File: config.mk
export PLATFORM = sky130hd
export DESIGN_NAME = fbp_flash_protect
export DESIGN_NICKNAME = d
export VERILOG_FILES = /design/src/fbp_flash_protect.v /design/src/fbp_range_check.v
export VERILOG_INCLUDE_DIRS = /design/src /design/src/src
export SDC_FILE = /design/constraint.sdc
export NUM_CORES = 1
export LEC_CHECK = 0
export ABC_CLOCK_PERIOD_IN_PS = 2200
export BUFFER_PORTS_ARGS = -buffer_cell sky130_fd_sc_hd__buf_4
export CAP_MARGIN = 15
export CORE_MARGIN = 2
export CORE_UTILIZATION = 52
export DETAILED_ROUTE_END_ITERATION = 6
export PLACE_DENSITY = 0.83
export SETUP_SLACK_MARGIN = 0.4
export SLEW_MARGIN = 20
export SYNTH_ARGS = -nofsm -noshare
export SYNTH_HDL_FRONTEND = slang
export SYNTH_SLANG_ARGS = --single-unit
File: constraint.sdc
create_clock -name clock -period 2.2 [get_ports clock]
set_clock_uncertainty 0.1 [all_clocks]
set_input_delay 0.44 -clock clock [delete_from_list [all_inputs] [get_ports clock]]
set_output_delay 0.44 -clock clock [all_outputs]
set_load 0.02 [all_outputs]
File: src/fbp_map.vh
`ifndef FBP_MAP_VH
`define FBP_MAP_VH
// ----------------------------------------
// Register offsets (8-bit register port)
// ----------------------------------------
`define FBP_ADDR_W 4
`define FBP_OFF_CTRL 4'h0
`define FBP_OFF_STATUS 4'h1
`define FBP_OFF_PROTECT 4'h2
`define FBP_OFF_TGT_HI 4'h3
`define FBP_OFF_TGT_LO 4'h4
`define FBP_OFF_START_HI 4'h5
`define FBP_OFF_START_LO 4'h6
// ----------------------------------------
// Control register bits
// ----------------------------------------
`define FBP_CTRL_PGM 0
`define FBP_CTRL_ERASE 1
`define FBP_CTRL_MASS 2
`define FBP_CTRL_HIGH_VOLTAGE_ENABLE 3
// ----------------------------------------
// Status register bits
// ----------------------------------------
`define FBP_ST_BLOCKED 0
`define FBP_ST_ARMED 1
`define FBP_ST_LATCHED 2
`define FBP_ST_MASSOFF 3
`define FBP_ST_TSTHV 4
// ----------------------------------------
// Protection constants
// ----------------------------------------
`define FBP_ALL_ONES 8'hff
`define FBP_ALL_ZERO 8'h00
`define FBP_PAGE_MASK 16'hffc0
`define FBP_ALWAYS_LO 16'hbe00
`define FBP_ALWAYS_HI 16'hbfff
`define FBP_PROTECT_RESET 8'hff
`endif

File: src/fbp_flash_protect.v
// The implementer's own choices: strobed register access and the register addresses.
`timescale 1ns/100ps
`include "fbp_map.vh"
// What this block does
// - Protect from decoded start up to top
// - Refuse high voltage enable on protected target
// - All zeros protects whole array
// - All ones leaves array unprotected
// - High voltage refused on protect byte target unless ones
// - Mass erase disabled under any protection if mass was selected before the HV write
// - High voltage on protect byte target needs test voltage
// - Protect byte changes only by program or erase
// - Start address is 11, byte, six zeros
// - Start address on 64-byte boundary
// - BE00 to BFFF protected unless all ones
// - High voltage needs program or erase select set before the request
// - Erase page is 64 aligned bytes
module fbp_flash_protect (
  // Clock and reset
  input wire clock,
  input wire rst_n,
  // Register port
  input wire [`FBP_ADDR_W-1:0] regAddr,
  input wire [7:0] regWrData,
  input wire regWrite,
  input wire regRead,
  output reg [7:0] regRdData,
  // Array side: bus writes into flash space latch the target
  input wire flashWrite,
  input wire [15:0] flashAddr,
  input wire [7:0] flashWrData,
  // Address of the protect byte within the array
  input wire [15:0] protectByteAddr,
  // Level from the interrupt pin high-voltage detector
  input wire testHighVoltage,
  // Array controls
  output reg programSelect,
  output reg eraseSelect,
  output reg massSelect,
  output reg highVoltageEnable,
  output wire massEraseAllowed
);
  // ----------------------------------------
  // State
  // ----------------------------------------
  reg [7:0] protectStartByte_q;
  reg [15:0] targetAddr_q;
  reg targetLatched_q;
  reg protectRead_q;
  reg refused_q;
  wire [15:0] startAddr;
  wire targetProtected;
  wire anyProtected;

  fbp_range_check uRange (
    .protectStartField(protectStartByte_q),
    .targetAddr(targetAddr_q),
    .protectStartAddr(startAddr),
    .targetProtected(targetProtected),
    .anyProtected(anyProtected)
  );

  function isReg;
    input [`FBP_ADDR_W-1:0] a;
    input [`FBP_ADDR_W-1:0] off;
    begin
      isReg = (a == off);
    end
  endfunction

  wire ctrlWrite = regWrite && isReg(regAddr, `FBP_OFF_CTRL);
  wire wantPgm = regWrData[`FBP_CTRL_PGM];
  wire wantErase = regWrData[`FBP_CTRL_ERASE];
  wire wantMass = regWrData[`FBP_CTRL_MASS];
  wire wantHv = regWrData[`FBP_CTRL_HIGH_VOLTAGE_ENABLE];
  wire targetIsProtectByte = (targetAddr_q == protectByteAddr);
  assign massEraseAllowed = !anyProtected;

  // Refusal terms for a requested high voltage enable
  wire massBlocked = massSelect && eraseSelect && anyProtected;
  wire byteBlocked = targetIsProtectByte && (anyProtected || !testHighVoltage);
  wire selOk = programSelect || eraseSelect;
  wire seqOk = selOk && protectRead_q && targetLatched_q;
  wire hvRefuse = targetProtected || massBlocked || byteBlocked || !seqOk;

  // ----------------------------------------
  // Control register
  // ----------------------------------------
  always @(posedge clock or negedge rst_n) begin
    if (!rst_n) begin
      programSelect <= 1'b0;
      eraseSelect <= 1'b0;
      massSelect <= 1'b0;
      highVoltageEnable <= 1'b0;
      refused_q <= 1'b0;
    end else if (ctrlWrite) begin
      // Program and erase interlocked: both requested keeps neither new
      if (!(wantPgm && wantErase)) begin
        programSelect <= wantPgm && !eraseSelect;
        eraseSelect <= wantErase && !programSelect;
      end
      massSelect <= wantMass;
      if (wantHv && !highVoltageEnable) begin
        highVoltageEnable <= !hvRefuse;
        refused_q <= hvRefuse;
      end else if (!wantHv) begin
        highVoltageEnable <= 1'b0;
      end
    end
  end

  // ----------------------------------------
  // Sequence tracking and target latch
  // ----------------------------------------
  wire selRising = ctrlWrite && (wantPgm || wantErase) && !(programSelect || eraseSelect);
  always @(posedge clock or negedge rst_n) begin
    if (!rst_n) begin
      protectRead_q <= 1'b0;
      targetLatched_q <= 1'b0;
      targetAddr_q <= 16'h0000;
    end else begin
      if (selRising || !selOk) begin
        protectRead_q <= 1'b0;
        targetLatched_q <= 1'b0;
      end else begin
        if (regRead && isReg(regAddr, `FBP_OFF_PROTECT)) begin
          protectRead_q <= 1'b1;
        end
        // First write after the select bit latches the target
        if (flashWrite && !targetLatched_q && !highVoltageEnable) begin
          targetAddr_q <= flashAddr;
          targetLatched_q <= 1'b1;
        end
      end
    end
  end

  // ----------------------------------------
  // Protect byte image: changes only by a real array program/erase
  // ----------------------------------------
  wire pgmByte = programSelect && highVoltageEnable && flashWrite && (flashAddr == protectByteAddr);
  wire eraseByte = eraseSelect && highVoltageEnable && !ctrlWrite &&
                   ((targetAddr_q & `FBP_PAGE_MASK) == (protectByteAddr & `FBP_PAGE_MASK));
  always @(posedge clock or negedge rst_n) begin
    if (!rst_n) begin
      protectStartByte_q <= `FBP_PROTECT_RESET;
    end else if (eraseByte) begin
      protectStartByte_q <= `FBP_ALL_ONES;
    end else if (pgmByte) begin
      // Programming only clears bits, as flash cells do
      protectStartByte_q <= protectStartByte_q & flashWrData;
    end
  end

  // ----------------------------------------
  // Read data, one cycle after the read strobe
  // ----------------------------------------
  reg [7:0] rdMux;
  always @* begin
    case (regAddr)
      `FBP_OFF_CTRL: rdMux = {4'h0, highVoltageEnable, massSelect, eraseSelect, programSelect};
      `FBP_OFF_STATUS: rdMux = {3'h0, testHighVoltage, anyProtected, targetLatched_q, protectRead_q, refused_q};
      `FBP_OFF_PROTECT: rdMux = protectStartByte_q;
      `FBP_OFF_TGT_HI: rdMux = targetAddr_q[15:8];
      `FBP_OFF_TGT_LO: rdMux = targetAddr_q[7:0];
      `FBP_OFF_START_HI: rdMux = startAddr[15:8];
      `FBP_OFF_START_LO: rdMux = startAddr[7:0];
      default: rdMux = 8'h00;
    endcase
  end

  always @(posedge clock or negedge rst_n) begin
    if (!rst_n) begin
      regRdData <= 8'h00;
    end else if (regRead) begin
      regRdData <= rdMux;
    end else begin
      regRdData <= 8'h00;
    end
  end
endmodule // fbp_flash_protect

File: src/fbp_range_check.v
`timescale 1ns/100ps
`include "fbp_map.vh"
module fbp_range_check (
  // Protect byte and target
  input wire [7:0] protectStartField,
  input wire [15:0] targetAddr,
  // Decode results
  output wire [15:0] protectStartAddr,
  output wire targetProtected,
  output wire anyProtected
);
  // Bits 15:14 forced to one, 5:0 to zero, so always page aligned
  assign protectStartAddr = {2'b11, protectStartField, 6'h00};
  assign anyProtected = (protectStartField != `FBP_ALL_ONES);
  // Page granularity: compare the page base only
  wire [15:0] pageBase = targetAddr & `FBP_PAGE_MASK;
  wire inRange = (pageBase >= protectStartAddr);
  wire inAlways = (targetAddr >= `FBP_ALWAYS_LO) && (targetAddr <= `FBP_ALWAYS_HI);
  wire allLocked = (protectStartField == `FBP_ALL_ZERO);
  assign targetProtected = anyProtected && (inRange || inAlways || allLocked);
endmodule // fbp_range_check

==> summary.txt <==
Critical path
  • Worst Setup Start Kind: register
  • Max FO, Critical Path: 4
  • Register-to-Register Path Depth: 7
  • Number of cells on the critical path: 7
  • Largest stage delay on the critical path: ~0.57 ns
  • Critical Path Sink Type: register
  • Critical Path RT: approximately 2.3 ns
  • Worst EP arrival: 2.12 ns
  • CP delay by family, top: compound AO/OA/AOI/OAI gates
  • Crit-path cells: inv_1 -> ha_1 -> a21oi_1 -> o221ai_2 -> a21oi_2 -> o21ai_2 -> mux2_4
  • Crit path buffers/inverters: 1
  • Worst path slowest cell: dfstp_2
  • WS Path Type: reg2reg

Job
  • MaxCap Viol Count: 0

Pwr
  • Leakage power: 1.46 nW
  • Cell Int Power: ~1.7 mW
  • Power Density: 817 nW/um^2
  • Peak supply drop: ~0.5 mV
  • Logic pwr share: 42.7%
  • Clk pwr share: approximately 18%
  • Sw frac: between 30% and 40%
  • Reg power frac: about two fifths
  • Total design power: ~2.7 mW
  • Net switching power: a little under 1 mW

Timing
  • Worst hold margin: -0.00139 ns
  • Final setup TNS: 0 ns
  • Fin crit share: just over 90%
  • Final hold viol count: 4
  • Max-slew violations: 0
  • Final setup vio count: 0
  • Least-Margin Pin Slew: roughly 0.49 ns
  • Worst relative slew slack: 67.3%
  • Post-layout minimum cycle time: about 2.0 ns
  • Peak Freq: between 0.4 and 0.5 GHz
  • RSZ-0062 raised after global routing: true

GRT
  • Initial antenna violation count: 0
  • Total GRT Usage: 28.1%
  • Vias in the first global route: ~2400
  • Gr ovfl total: 0
  • First-pass GRT wire length: roughly 11 mm
  • Largest net degree at the start of global routing: 40

Clocking
  • Clk_lat worst skew: about 0.30 ns
  • Clock transition at path regs: about 0.08 ns
  • TritonCTS clock tree: built
  • Num CTS Buffers: 5
  • Max Buffers Root-to-Sink: 2
  • Hold buffers post-CTS: 0
  • Clk sinks: 39
  • Root buf cell: clkbuf_8
  • H-tree depth: 2

Synth
  • Top cells by count, synth: dfrtp_1 (31), nor2_1 (20), mux2_2 (17), xnor2_1 (17)
  • Post-synthesis sequential area ratio: between 40 and 50%
  • Synth Net Count: a little over 300
  • Top cell type by total area after synthesis: dfrtp_1
  • Dominant synthesized flop cell: dfrtp_1
  • Top cell type's share of synthesized area: between 30% and 40%
  • Top-count cell post-synth: dfrtp_1
  • Top post-synthesis cells by area: dfrtp_1 (32%), dfstp_2 (8.6%), mux2_2 (7.9%)
  • Yosys reg bits: 39
  • Synthesized cell area: ~2400 sq um
  • Synthesized instance count: ~240
  • Average footprint of a synthesized cell: roughly 10 sq um
  • Warning count from the yosys run: 0
  • Async set-reset flop share out of synthesis: between 90% and 100%
  • Post-synth EDFFs: 0
  • Distinct cells, synth: between 40 and 50

Routing
  • Final ANT Viol Nets: 0
  • DR WL/cell: 18.5 microns
  • DR vias/cell: roughly 6.0
  • DR vias: ~2300
  • WL final: 7.14 mm
  • Drc violations: 0
  • DRT iter0 DRCs: between 150 and 200
  • Pre-Repair DR Iteration Count: 6

Floorplanning
  • # rows: 24
  • I/O Pins: between 70 and 80
  • Die width: just over 70 microns
  • Die Span Y: between 70 and 80 microns
  • Starting density of the core: 54.8%
  • Die area: around 5300 sq um
  • Core Footprint: roughly 4400 sq um

Place
  • Dpl hpwl: a little under 5 mm
  • Final GP Congestion: 0.910
  • Port buffer count: between 60 and 70

Outcome
  • Outcome: finished, violations left
  • Failing checks: hold timing

Worst hold path
  • Hold Crit Class: in2async

Cells and area
  • Layout cells sized above 1: a little over two fifths
  • P&R area growth vs syn: 35.9%
  • Final #Nets: 400
  • N_diodes: 0
per-layer routing:
metal  vias up  global-route usage (%)  routed length [microns]
met4         0                    10.9                      240
met5         -                       0                        0
li1       1067                       -                        -
met2       143                    47.7                     3620
met1      1097                    35.6                     2660
met3        30                    5.42                      623
worst paths after layout:
kind / startpoint / endpoint / slack, ns
min in group clock: regWrData[2] / massSelect / 0.22
max in group asynchronous: rst_n / eraseSelect / 1.63
min: rst_n / massSelect / -0.001
min reg2reg: refused_q / refused_q / 0.43
max reg2reg: protectStartByte_q[5] / refused_q / 0.18
max: protectStartByte_q[5] / refused_q / 0.18
sequential cells by signal, indices dropped and copies added, names as in the netlist:
signal	cells
targetLatched_q	1
refused_q	1
massSelect	1
protectStartByte_q	8
protectRead_q	1
regRdData	8
highVoltageEnable	1
programSelect	1
eraseSelect	1
targetAddr_q	16
worst reg2reg max path: cells and delay by family, from the launching register on:
kind | cells | cell delay (ns)
mux | 1 | 0.26
compound gates | 4 | 0.66
fa+ha+maj | 1 | 0.30
buf+inv | 1 | 0.05
flops | 1 | 0.57
final cells by class:
type | instances | area (sq um)
Clock buffer | 8 | 80.1
Sequential cell | 39 | 995
Tap cell | 52 | 65.1
Fill cell | 324 | 1130
Inverter | 12 | 45.0
Timing Repair Buffer | 93 | 709
Multi-Input combinational cell | 183 | 1420
power groups by stage:
stage	Sequential [mW]	Clock [mW]	Combinational (mW)
after global placement	1.13	0	0.823
after CTS	1.07	0.481	1.06
after floorplan	1.08	0	0.585
final	1.08	0.476	1.16
after global routing	1.10	0.510	1.26
after detailed placement	1.14	0	0.850
repair_timing:
action / 4_1_cts / 5_1_grt
hold endpoints to repair: 0 / 0
buffers inserted: 17 / 3
endpoints found under the setup margin: 12 / 12
gates resized for setup: 9 / 7
pin swaps: 10 / 9
metrics by stage:
stage	cell area, sq um	setup WS (ns)	util, %	std cells
2_1_floorplan	2500	0.284	-	244
3_3_place_gp	3030	0.0534	68.1	359
3_5_place_dp	3030	0.0513	68.1	359
4_1_cts	3260	0.222	73.4	384
5_1_grt	3310	0.108	74.5	387
6_report	3310	0.176	74.5	387
cell families (layout without fill, tap and decap cells):
group	count (synthesis)	after routing	share of synthesized area (%)
AO/OA/AOI/OAI	45	45	12.5
XOR/XNOR	32	32	11.5
adder cells (fa/ha/maj)	8	8	4.11
buffers and inverters	22	113	4.11
flip-flops	39	39	40.5
multiplexers	27	27	12.5
AND/OR/NAND/NOR	71	71	14.9
cells in the final DEF (no fill, tap or decap), types with 7 or more instances in the layout:
cell type / count
xor2_1: 15
nand2_1: 15
o22a_1: 8
nor2_1: 17
mux2_2: 16
dfrtp_2: 7
mux2i_1: 9
ha_1: 8
o21ai_0: 8
inv_1: 12
a21oi_1: 11
xnor2_1: 17
dfstp_2: 8
nand4_1: 9
buf_4: 90
dfrtp_1: 24
No activity file was read; power rests on OpenSTA's default activity.
